**config.mk**
```make
export PLATFORM = sky130hd
export DESIGN_NAME = bag_blit_addr_gen
export DESIGN_NICKNAME = d
export VERILOG_FILES = /design/src/rtl/bag_blit_addr_gen.v
export VERILOG_INCLUDE_DIRS = /design/src /design/src/rtl
export SDC_FILE = /design/constraint.sdc
export NUM_CORES = 2
export LEC_CHECK = 0
export ABC_AREA = 1
export BUFFER_PORTS_ARGS = -buffer_cell sky130_fd_sc_hd__clkbuf_2
export CAP_MARGIN = 20
export CORE_MARGIN = 2
export CORE_UTILIZATION = 37
export DETAILED_ROUTE_END_ITERATION = 7
export PLACE_DENSITY = 0.61
export SYNTH_ARGS = -nofsm -noshare
export SYNTH_HDL_FRONTEND = slang
export SYNTH_SLANG_ARGS = --single-unit
```
**constraint.sdc**
```tcl
create_clock -name core_clk -period 15 [get_ports core_clk]
set_input_delay 0.75 -clock core_clk [delete_from_list [all_inputs] [get_ports core_clk]]
set_output_delay 0.75 -clock core_clk [all_outputs]
set_load 0.05 [all_outputs]
```
**src/rtl/bag_regs.vh**
```
// Purpose: register offsets, field positions and constants of the blit address generators
// Assumes: Avalon-MM byte addresses, one 32-bit word per register
// Notes: offsets are the low 24 bits of the register byte address
`ifndef BAG_REGS_VH
`define BAG_REGS_VH
`define BAG_OFF_PRI_CLIP 24'hF02208
`define BAG_OFF_PRI_PIXEL 24'hF0220C
`define BAG_OFF_PRI_STEP 24'hF02210
`define BAG_OFF_PRI_FSTEP 24'hF02214
`define BAG_OFF_PRI_FPIXEL 24'hF02218
`define BAG_OFF_PRI_INC 24'hF0221C
`define BAG_OFF_PRI_FINC 24'hF02220
`define BAG_OFF_PRI_FLAGS 24'hF0223C
`define BAG_OFF_SEC_BASE 24'hF02224
`define BAG_OFF_SEC_FLAGS 24'hF02228
`define BAG_OFF_SEC_MASK 24'hF0222C
`define BAG_OFF_SEC_PIXEL 24'hF02230
`define BAG_OFF_SEC_STEP 24'hF02234
`define BAG_OFF_CMD 24'hF02238
`define BAG_OFF_STATUS 24'hF02240
`define BAG_OFF_PASS 24'hF02244
`define BAG_PASS_INNER 2'h1
`define BAG_PASS_OUTER 2'h2
`define BAG_CMD_CLIP 6
`define BAG_CMD_UPD_PF 8
`define BAG_CMD_UPD_P 9
`define BAG_CMD_UPD_S 10
`define BAG_CMD_SWAP 11
`define BAG_FL_PSIZE_LO 3
`define BAG_FL_MASK 15
`define BAG_FL_XADD_LO 16
`define BAG_FL_YADD 18
`define BAG_FL_XSUB 19
`define BAG_FL_YSUB 20
`define BAG_XADD_PHRASE 2'h0
`define BAG_XADD_PIX 2'h1
`define BAG_XADD_ZERO 2'h2
`define BAG_XADD_INC 2'h3
`define BAG_PHRASE_BITS 7'h40
`define BAG_X_MAX 16'h7FFF
`define BAG_Y_MAX 16'h0FFF
`define BAG_PSIZE_MAX 3'h5
`endif

```
**src/rtl/bag_blit_addr_gen.v**
```verilog
// Purpose: register bank and pointer update logic of the two blit address generators
// Assumes: single clock core_clk at 200 MHz, Avalon-MM slave, engine supplies pass strobes
// Notes: data path, comparator and remaining command bits live outside this block
//
// Design decision made here: register access over Avalon-MM.
`timescale 1ns/100ps
`include "bag_regs.vh"

// Functional notes
// - clip size: 15-bit width low, 15-bit height high, top bits ignored.
// - with clipping on, block writes if pointer negative or at/after clip size.
// - off-phrase clip width clips right side even with clipping off.
// - pixel pointers hold signed 16-bit X low and Y high.
// - only X 0..32767 and Y 0..4095 give valid addresses.
// - step registers hold signed X and Y steps added between inner passes.
// - phrase mode leaves X at start of first unwritten phrase.
// - primary step fraction adds to pointer fraction between inner passes.
// - pointer fraction holds X fraction low, Y fraction high, with carry.
// - increment mode adds integer and fractional increment every inner pass.
// - secondary flags share primary layout for pitch, size, offset, width.
// - secondary flag bit 15 ANDs secondary pointer with window mask.
// - X mode 00 adds phrase and truncates, 01 pixel size, 10 zero.
// - bit 18 makes Y add zero or one per inner pass.
// - bit 19 with pixel mode subtracts pixel size; software avoids other modes.
// - bit 20 turns Y add one into subtract one.
// - any command write starts an operation; software writes it last.
// - pixel size is two to the n, n from 0 to 5.
// - primary Y add bit governs both generators; sign needs add bit.
// - command swap bit makes secondary destination and primary source.
// - command clip bit inhibits out-of-window writes; operation continues.
module bag_blit_addr_gen (
   // clock and reset
   input wire core_clk,
   input wire rst,
   // avalon-mm slave
   input wire [23:0] avs_address,
   input wire avs_read,
   input wire avs_write,
   input wire [31:0] avs_writedata,
   input wire [3:0] avs_byteenable,
   output reg [31:0] avs_readdata,
   output reg avs_waitrequest,
   // engine side
   input wire [1:0] pass_strobe,
   output reg start_pulse,
   output reg [31:0] command,
   output reg dest_write_enable,
   output reg swap_generator_roles,
   output reg [31:0] primary_address,
   output reg primary_address_valid,
   output reg [31:0] secondary_address,
   output reg secondary_address_valid
);

   reg [31:0] primary_clip_size;
   reg [31:0] primary_pixel_pointer;
   reg [31:0] primary_step;
   reg [31:0] primary_step_fraction;
   reg [31:0] primary_pointer_fraction;
   reg [31:0] primary_increment;
   reg [31:0] primary_increment_fraction;
   reg [31:0] primary_flags;
   reg [31:0] secondary_window_base;
   reg [31:0] secondary_flags;
   reg [31:0] secondary_window_mask;
   reg [31:0] secondary_pixel_pointer;
   reg [31:0] secondary_step;
   reg busy;
   reg acked;

   wire primary_clip_enable = command[`BAG_CMD_CLIP];
   // a write lands only on the edge that answers it
   wire hit_write = avs_write & ~avs_waitrequest;

   // byte-lane merge
   function [31:0] merge;
      input [31:0] old_val;
      input [31:0] new_val;
      input [3:0] be;
      integer i;
      begin
         merge = old_val;
         for (i = 0; i < 4; i = i + 1) begin
            if (be[i])
               merge[i*8 +: 8] = new_val[i*8 +: 8];
         end
      end
   endfunction

   // per-pass X delta in pixels for one generator's flags
   function [15:0] x_delta;
      input [31:0] flags;
      input [15:0] inc_x;
      reg [2:0] psize;
      reg [6:0] ppp;
      begin
         psize = flags[`BAG_FL_PSIZE_LO +: 3];
         if (psize > `BAG_PSIZE_MAX)
            psize = `BAG_PSIZE_MAX;
         ppp = `BAG_PHRASE_BITS >> psize;
         case (flags[`BAG_FL_XADD_LO +: 2])
            `BAG_XADD_PHRASE: x_delta = {9'h000, ppp};
            `BAG_XADD_PIX: x_delta = flags[`BAG_FL_XSUB] ? 16'hFFFF : 16'h0001;
            `BAG_XADD_ZERO: x_delta = 16'h0000;
            default: x_delta = inc_x;
         endcase
      end
   endfunction

   // phrase truncation mask for X
   function [15:0] phrase_mask;
      input [31:0] flags;
      reg [2:0] psize;
      reg [6:0] ppp;
      begin
         psize = flags[`BAG_FL_PSIZE_LO +: 3];
         if (psize > `BAG_PSIZE_MAX)
            psize = `BAG_PSIZE_MAX;
         ppp = `BAG_PHRASE_BITS >> psize;
         if (flags[`BAG_FL_XADD_LO +: 2] == `BAG_XADD_PHRASE)
            phrase_mask = ~({9'h000, ppp} - 16'h0001);
         else
            phrase_mask = 16'hFFFF;
      end
   endfunction

   // y delta: primary Y add bit governs both, sign needs add bit
   function [15:0] y_delta;
      input [31:0] flags;
      input yadd;
      begin
         if (!yadd)
            y_delta = 16'h0000;
         else if (flags[`BAG_FL_YSUB])
            y_delta = 16'hFFFF;
         else
            y_delta = 16'h0001;
      end
   endfunction

   // valid address range
   function in_range;
      input [31:0] ptr;
      begin
         in_range = ~ptr[15] & ~ptr[31] & (ptr[31:16] <= `BAG_Y_MAX);
      end
   endfunction

   // clip test and address forming
   reg [31:0] next_pri_ptr;
   reg [31:0] next_pri_frac;
   reg [31:0] next_sec_ptr;
   reg [31:0] sec_masked;
   reg [15:0] clip_w;
   reg [15:0] clip_h;
   reg [15:0] pri_x_mask;
   reg [16:0] fsum_x;
   reg [16:0] fsum_y;
   reg [15:0] carry_x;
   reg [15:0] carry_y;
   reg out_of_window;
   reg phrase_clip;
   reg next_dest_we;
   reg [2:0] pri_ps;

   always @* begin
      clip_w = {1'b0, primary_clip_size[14:0]};
      clip_h = {1'b0, primary_clip_size[30:16]};
      pri_ps = primary_flags[`BAG_FL_PSIZE_LO +: 3];
      if (pri_ps > `BAG_PSIZE_MAX)
         pri_ps = `BAG_PSIZE_MAX;
      pri_x_mask = ({9'h000, `BAG_PHRASE_BITS >> pri_ps}) - 16'h0001;
      out_of_window = primary_pixel_pointer[15] | primary_pixel_pointer[31]
         | (primary_pixel_pointer[15:0] >= clip_w)
         | (primary_pixel_pointer[31:16] >= clip_h);
      // off-phrase clip width clips the right edge regardless
      phrase_clip = ((clip_w & pri_x_mask) != 16'h0000)
         & (primary_pixel_pointer[15:0] >= (clip_w & ~pri_x_mask));
      next_dest_we = busy & ~((primary_clip_enable & out_of_window) | phrase_clip);
      sec_masked = secondary_flags[`BAG_FL_MASK]
         ? (secondary_pixel_pointer & secondary_window_mask)
         : secondary_pixel_pointer;

      next_pri_ptr = primary_pixel_pointer;
      next_pri_frac = primary_pointer_fraction;
      next_sec_ptr = sec_masked;
      fsum_x = 17'h00000;
      fsum_y = 17'h00000;
      carry_x = 16'h0000;
      carry_y = 16'h0000;
      if (busy && pass_strobe == `BAG_PASS_INNER) begin
         if (primary_flags[`BAG_FL_XADD_LO +: 2] == `BAG_XADD_INC) begin
            // fraction carry feeds the integer add of the same pass
            fsum_x = {1'b0, primary_pointer_fraction[15:0]}
               + {1'b0, primary_increment_fraction[15:0]};
            fsum_y = {1'b0, primary_pointer_fraction[31:16]}
               + {1'b0, primary_increment_fraction[31:16]};
            carry_x = {15'h0000, fsum_x[16]};
            carry_y = {15'h0000, fsum_y[16]};
            next_pri_frac = {fsum_y[15:0], fsum_x[15:0]};
            next_pri_ptr[15:0] = primary_pixel_pointer[15:0] + primary_increment[15:0]
               + carry_x;
            next_pri_ptr[31:16] = primary_pixel_pointer[31:16] + primary_increment[31:16]
               + carry_y;
         end else begin
            next_pri_ptr[15:0] = (primary_pixel_pointer[15:0]
               + x_delta(primary_flags, primary_increment[15:0])) & phrase_mask(primary_flags);
            next_pri_ptr[31:16] = primary_pixel_pointer[31:16]
               + y_delta(primary_flags, primary_flags[`BAG_FL_YADD]);
         end
         next_sec_ptr[15:0] = (sec_masked[15:0]
            + x_delta(secondary_flags, 16'h0000)) & phrase_mask(secondary_flags);
         next_sec_ptr[31:16] = sec_masked[31:16]
            + y_delta(secondary_flags, primary_flags[`BAG_FL_YADD]);
      end else if (busy && pass_strobe == `BAG_PASS_OUTER) begin
         if (command[`BAG_CMD_UPD_PF]) begin
            fsum_x = {1'b0, primary_pointer_fraction[15:0]}
               + {1'b0, primary_step_fraction[15:0]};
            fsum_y = {1'b0, primary_pointer_fraction[31:16]}
               + {1'b0, primary_step_fraction[31:16]};
            next_pri_frac = {fsum_y[15:0], fsum_x[15:0]};
         end
         if (command[`BAG_CMD_UPD_P]) begin
            next_pri_ptr[15:0] = primary_pixel_pointer[15:0] + primary_step[15:0]
               + {15'h0000, fsum_x[16]};
            next_pri_ptr[31:16] = primary_pixel_pointer[31:16] + primary_step[31:16]
               + {15'h0000, fsum_y[16]};
         end
         if (command[`BAG_CMD_UPD_S]) begin
            next_sec_ptr[15:0] = sec_masked[15:0] + secondary_step[15:0];
            next_sec_ptr[31:16] = sec_masked[31:16] + secondary_step[31:16];
         end
      end
   end

   // avalon slave: one wait cycle, then answer
   always @(posedge core_clk or posedge rst) begin
      if (rst) begin
         avs_waitrequest <= 1'b1;
         avs_readdata <= 32'h00000000;
         acked <= 1'b0;
      end else begin
         if (acked) begin
            avs_waitrequest <= 1'b1;
            acked <= 1'b0;
         end else if (avs_read | avs_write) begin
            avs_waitrequest <= 1'b0;
            acked <= 1'b1;
            case (avs_address)
               `BAG_OFF_PRI_PIXEL: avs_readdata <= primary_pixel_pointer;
               `BAG_OFF_PRI_FPIXEL: avs_readdata <= primary_pointer_fraction;
               `BAG_OFF_SEC_PIXEL: avs_readdata <= secondary_pixel_pointer;
               `BAG_OFF_STATUS: avs_readdata <= {30'h00000000, dest_write_enable, busy};
               default: avs_readdata <= 32'h00000000;
            endcase
         end
      end
   end

   // register file and pointer state
   always @(posedge core_clk or posedge rst) begin
      if (rst) begin
         primary_clip_size <= 32'h00000000;
         primary_pixel_pointer <= 32'h00000000;
         primary_step <= 32'h00000000;
         primary_step_fraction <= 32'h00000000;
         primary_pointer_fraction <= 32'h00000000;
         primary_increment <= 32'h00000000;
         primary_increment_fraction <= 32'h00000000;
         primary_flags <= 32'h00000000;
         secondary_window_base <= 32'h00000000;
         secondary_flags <= 32'h00000000;
         secondary_window_mask <= 32'h00000000;
         secondary_pixel_pointer <= 32'h00000000;
         secondary_step <= 32'h00000000;
         command <= 32'h00000000;
         busy <= 1'b0;
         start_pulse <= 1'b0;
      end else begin
         start_pulse <= 1'b0;
         primary_pixel_pointer <= next_pri_ptr;
         primary_pointer_fraction <= next_pri_frac;
         secondary_pixel_pointer <= next_sec_ptr;
         if (busy && pass_strobe == (`BAG_PASS_INNER | `BAG_PASS_OUTER))
            busy <= 1'b0;
         // software write comes after the pass update, so it wins
         if (hit_write) begin
            case (avs_address)
               `BAG_OFF_PRI_CLIP: begin
                  primary_clip_size <=
                     merge(primary_clip_size, avs_writedata, avs_byteenable);
               end
               `BAG_OFF_PRI_PIXEL: begin
                  primary_pixel_pointer <=
                     merge(primary_pixel_pointer, avs_writedata, avs_byteenable);
               end
               `BAG_OFF_PRI_STEP: begin
                  primary_step <=
                     merge(primary_step, avs_writedata, avs_byteenable);
               end
               `BAG_OFF_PRI_FSTEP: begin
                  primary_step_fraction <=
                     merge(primary_step_fraction, avs_writedata, avs_byteenable);
               end
               `BAG_OFF_PRI_FPIXEL: begin
                  primary_pointer_fraction <=
                     merge(primary_pointer_fraction, avs_writedata, avs_byteenable);
               end
               `BAG_OFF_PRI_INC: begin
                  primary_increment <=
                     merge(primary_increment, avs_writedata, avs_byteenable);
               end
               `BAG_OFF_PRI_FINC: begin
                  primary_increment_fraction <=
                     merge(primary_increment_fraction, avs_writedata, avs_byteenable);
               end
               `BAG_OFF_PRI_FLAGS: begin
                  primary_flags <=
                     merge(primary_flags, avs_writedata, avs_byteenable);
               end
               `BAG_OFF_SEC_BASE: begin
                  secondary_window_base <=
                     merge(secondary_window_base, avs_writedata, avs_byteenable);
               end
               `BAG_OFF_SEC_FLAGS: begin
                  secondary_flags <=
                     merge(secondary_flags, avs_writedata, avs_byteenable);
               end
               `BAG_OFF_SEC_MASK: begin
                  secondary_window_mask <=
                     merge(secondary_window_mask, avs_writedata, avs_byteenable);
               end
               `BAG_OFF_SEC_PIXEL: begin
                  secondary_pixel_pointer <=
                     merge(secondary_pixel_pointer, avs_writedata, avs_byteenable);
               end
               `BAG_OFF_SEC_STEP: begin
                  secondary_step <=
                     merge(secondary_step, avs_writedata, avs_byteenable);
               end
               `BAG_OFF_CMD: begin
                  command <= merge(command, avs_writedata, avs_byteenable);
                  busy <= 1'b1;
                  start_pulse <= 1'b1;
               end
               default: ;
            endcase
         end
      end
   end

   // engine-facing outputs
   always @(posedge core_clk or posedge rst) begin
      if (rst) begin
         dest_write_enable <= 1'b0;
         swap_generator_roles <= 1'b0;
         primary_address <= 32'h00000000;
         primary_address_valid <= 1'b0;
         secondary_address <= 32'h00000000;
         secondary_address_valid <= 1'b0;
      end else begin
         dest_write_enable <= next_dest_we;
         swap_generator_roles <= command[`BAG_CMD_SWAP];
         primary_address <= primary_pixel_pointer;
         primary_address_valid <= in_range(primary_pixel_pointer);
         secondary_address <= sec_masked;
         secondary_address_valid <= in_range(sec_masked);
      end
   end

endmodule

```
==> metrics <==
run status=complete, no violations; simple-gate share of the synthesized area=29.53%; aggregate global-route resource usage=28.10%; Post-CTS Setup Bufs=0; drt wl/cell=21.75 um; total design power=2.967 mW; total placed instance area=35850 um^2; PortBufs=199; core area=90150 um^2; clock slew at reported path FFs=0.06 ns; overall routed net length=134100 um; Layout Cell Area excl Fill=37990 um^2; number of sinks driven by the clock tree=470; warning count from the yosys run=0; pin count of the biggest net entering global routing=103; initial antenna violation count=6; die boundary width=306.0 um; Synth async-reset ratio=100.0%; most common cell after layout, fill and taps aside=nand2_1; number of buffers inserted for hold repair after clock tree synthesis=0; worst slew margin relative to its limit=30.54%; worst clock skew on the final layout=0.01979 ns; Synth Area in Compound Gates=16.69%; largest fanout of any net on the critical path=6; Mapped Cells=4792; GPL Wtd Cong=0.9924; Max H-tree Level=2; Critical R2R Capture=primary_pixel_pointer[30]; worst-case register-to-register setup slack=10.87 ns; path category of the worst min-delay check=in -> async; type of the worst setup path=reg -> reg; Reg-to-Reg Start=primary_pointer_fraction[16]; number of cell rows=110; cts bufs inserted=57; aggregate negative setup slack=0 ns; number of synthesized flops with an enable pin=0; max-slew violation count=0; most used cells in the layout excluding fill and tap cells=1410 x nand2_1, 495 x nand3_1, 469 x dfrtp_1, 465 x o21ai_0, 459 x inv_1; Mapped Area=33740 um^2; CTS-repair resized insts=0; area of the die=93620 um^2; count of state elements after synthesis=470; Setup-failing EPs final=0; wire length of the first global-routing pass=201500 um; number of antenna-violating nets in the routed design=0; Layout Area Growth over Synthesis=12.60%; clock tree from TritonCTS=done; Synth Area in XOR/XNOR=1.532%; setup repair after global routing missed its margin=false; fraction of layout instances using a drive strength above 1=8.881%; kind of capture point of the worst setup path=flip-flop; critical path launch point type=flip-flop; capture point of the worst path=primary_pixel_pointer[30]; Worst Max-Slew Pin Slew=1.041 ns; share of cell area taken by muxes after synthesis=0%; Req. time, crit path=15.51 ns; via density per instance=5.552; leakage power total=19.60 nW; R2R depth=23; worst voltage drop across the vdd grid=0.07519 mV; dominant combinational cell family by area after synthesis=simple AND/OR/NAND/NOR gates; Starting Density=37.43%; Worst Path Arrival=4.64 ns; vias after detailed routing=34230; max_cap viols=0; post-route clock period utilization=27.55%; Residual DRC=0; 1st-pass router iterations=6; Post-Route Hold Slack=0.2572 ns; buffer type at the clock tree root=clkbuf_16; clock insertion delay at the later pin of the skew report=0.64 ns; arithmetic-cell share of the synthesized area counting full adders, half adders and majority gates=10.34%; GRT Residual Overflow=0; first-iteration detailed-routing DRC count=3406; Achievable Freq=242.0 MHz; share of the core filled with cells=42.14%; clock period minus worst slack=4.132 ns; worst setup path start=primary_pointer_fraction[16]; power density normalized to cell area=78.09 nW/um^2; I/O pins=200; via count of the first global-routing pass=32100; net count reported at finish=5274; portion of the post-synthesis area used by sequential elements=34.86%; Final Hold Fails=0; buffer levels on the longest clock path=3; Synth Flop Type=dfrtp_1; mean post-synth cell area=7.041 um^2; sum of net half-perimeters after detailed placement=101200 um; layout filler cell count=9334; vertical die dimension=306.0 um; number of distinct library cells after synthesis=54
==> worst min-delay path by stage <==
stage                                    startpoint                   end  slack (ns)
after floorplan           primary_pixel_pointer[15]   primary_address[15]        0.35
final                                           rst   primary_address[10]        0.26
after global routing                            rst   primary_address[10]        0.33
after CTS                                       rst   primary_address[10]        0.29
after global placement                  command[11]  swap_generator_roles        0.41
after detailed placement                command[11]  swap_generator_roles        0.40
==> cells in the mapped netlist (18+ instances only) <==
master | instances | area (um^2)
a21o_1 | 18 | 135.1
a21oi_1 | 363 | 1817
buf_2 | 22 | 110.1
clkbuf_1 | 102 | 382.9
dfrtp_1 | 469 | 11740
fa_1 | 18 | 360.4
ha_1 | 250 | 3128
inv_1 | 460 | 1727
nand2_1 | 1411 | 5296
nand3_1 | 496 | 2482
nand3b_1 | 24 | 180.2
nand4_1 | 39 | 244.0
nor2_1 | 266 | 998.5
nor3_1 | 24 | 120.1
o211ai_1 | 54 | 405.4
o21ai_0 | 465 | 2327
o21ai_1 | 63 | 315.3
o21ai_2 | 32 | 280.3
xor2_1 | 42 | 367.9
==> final cells by class <==
cell class	count	area (um^2)	area share, %
inverters	478	1805	4.752
diodes	1	2.502	0.006587
clock buffers	67	1577	4.150
well taps	1176	1471	3.873
clock inverters	40	538.0	1.416
flip-flops and latches	470	11760	30.96
multi-input cells	3709	19650	51.71
repair buffers	224	1191	3.135
==> worst max-delay path: stages, from the launching register on <==
cell and delay [ns]:
dfrtp_1 0.44, ha_1 0.26, fa_1 0.23, nand3_1 0.08, nand3_1 0.15, nand4_1 0.12
nand3_1 0.16, nand4_1 0.11, o311ai_0 0.19, nand2_1 0.32, fa_1 0.50, fa_1 0.41
inv_1 0.09, nand3_1 0.06, nand2_1 0.13, nand2_1 0.06, nand2_1 0.12, nand3_1 0.10
nand3_1 0.11, nand3_1 0.07, nand2_1 0.08, nand2_1 0.05, nand3_1 0.10, nand2_1 0.06
==> per-stage QoR <==
| stage | worst slack (ns) | std cells |
|---|---|---|
| after floorplan | 1.143 | 4793 |
| after CTS | 10.98 | 6162 |
| after global routing | 10.64 | 6164 |
| final | 10.87 | 6165 |
| after detailed placement | 11.00 | 6055 |
| after global placement | 11.06 | 6055 |
==> layer usage <==
layer,vias to the layer above,wire [um],global-route usage (%)
met5,-,46,0
met4,8,4843,9.589
met3,210,11830,5.917
met2,1331,57370,42.23
met1,16360,59980,39.91
li1,16320,-,-
==> where the power goes <==
group / switching (mW) / internal (mW) / leakage (nW)
combinational: 0.109 / 0.0146 / 12.3
clock: 0.629 / 0.945 / 1.02
sequential: 0.000562 / 1.27 / 6.24
total: 0.739 / 2.23 / 19.6
==> cells by family (layout without fill, tap and decap cells) <==
logic type	Yosys count	in the layout
other cells	2	4
compound gates	1043	1043
fa+ha+maj	268	268
flops	470	470
buf+inv	614	809
simple gates	2336	2336
xor+xnor	59	59
(Power assumes the default switching activity.)
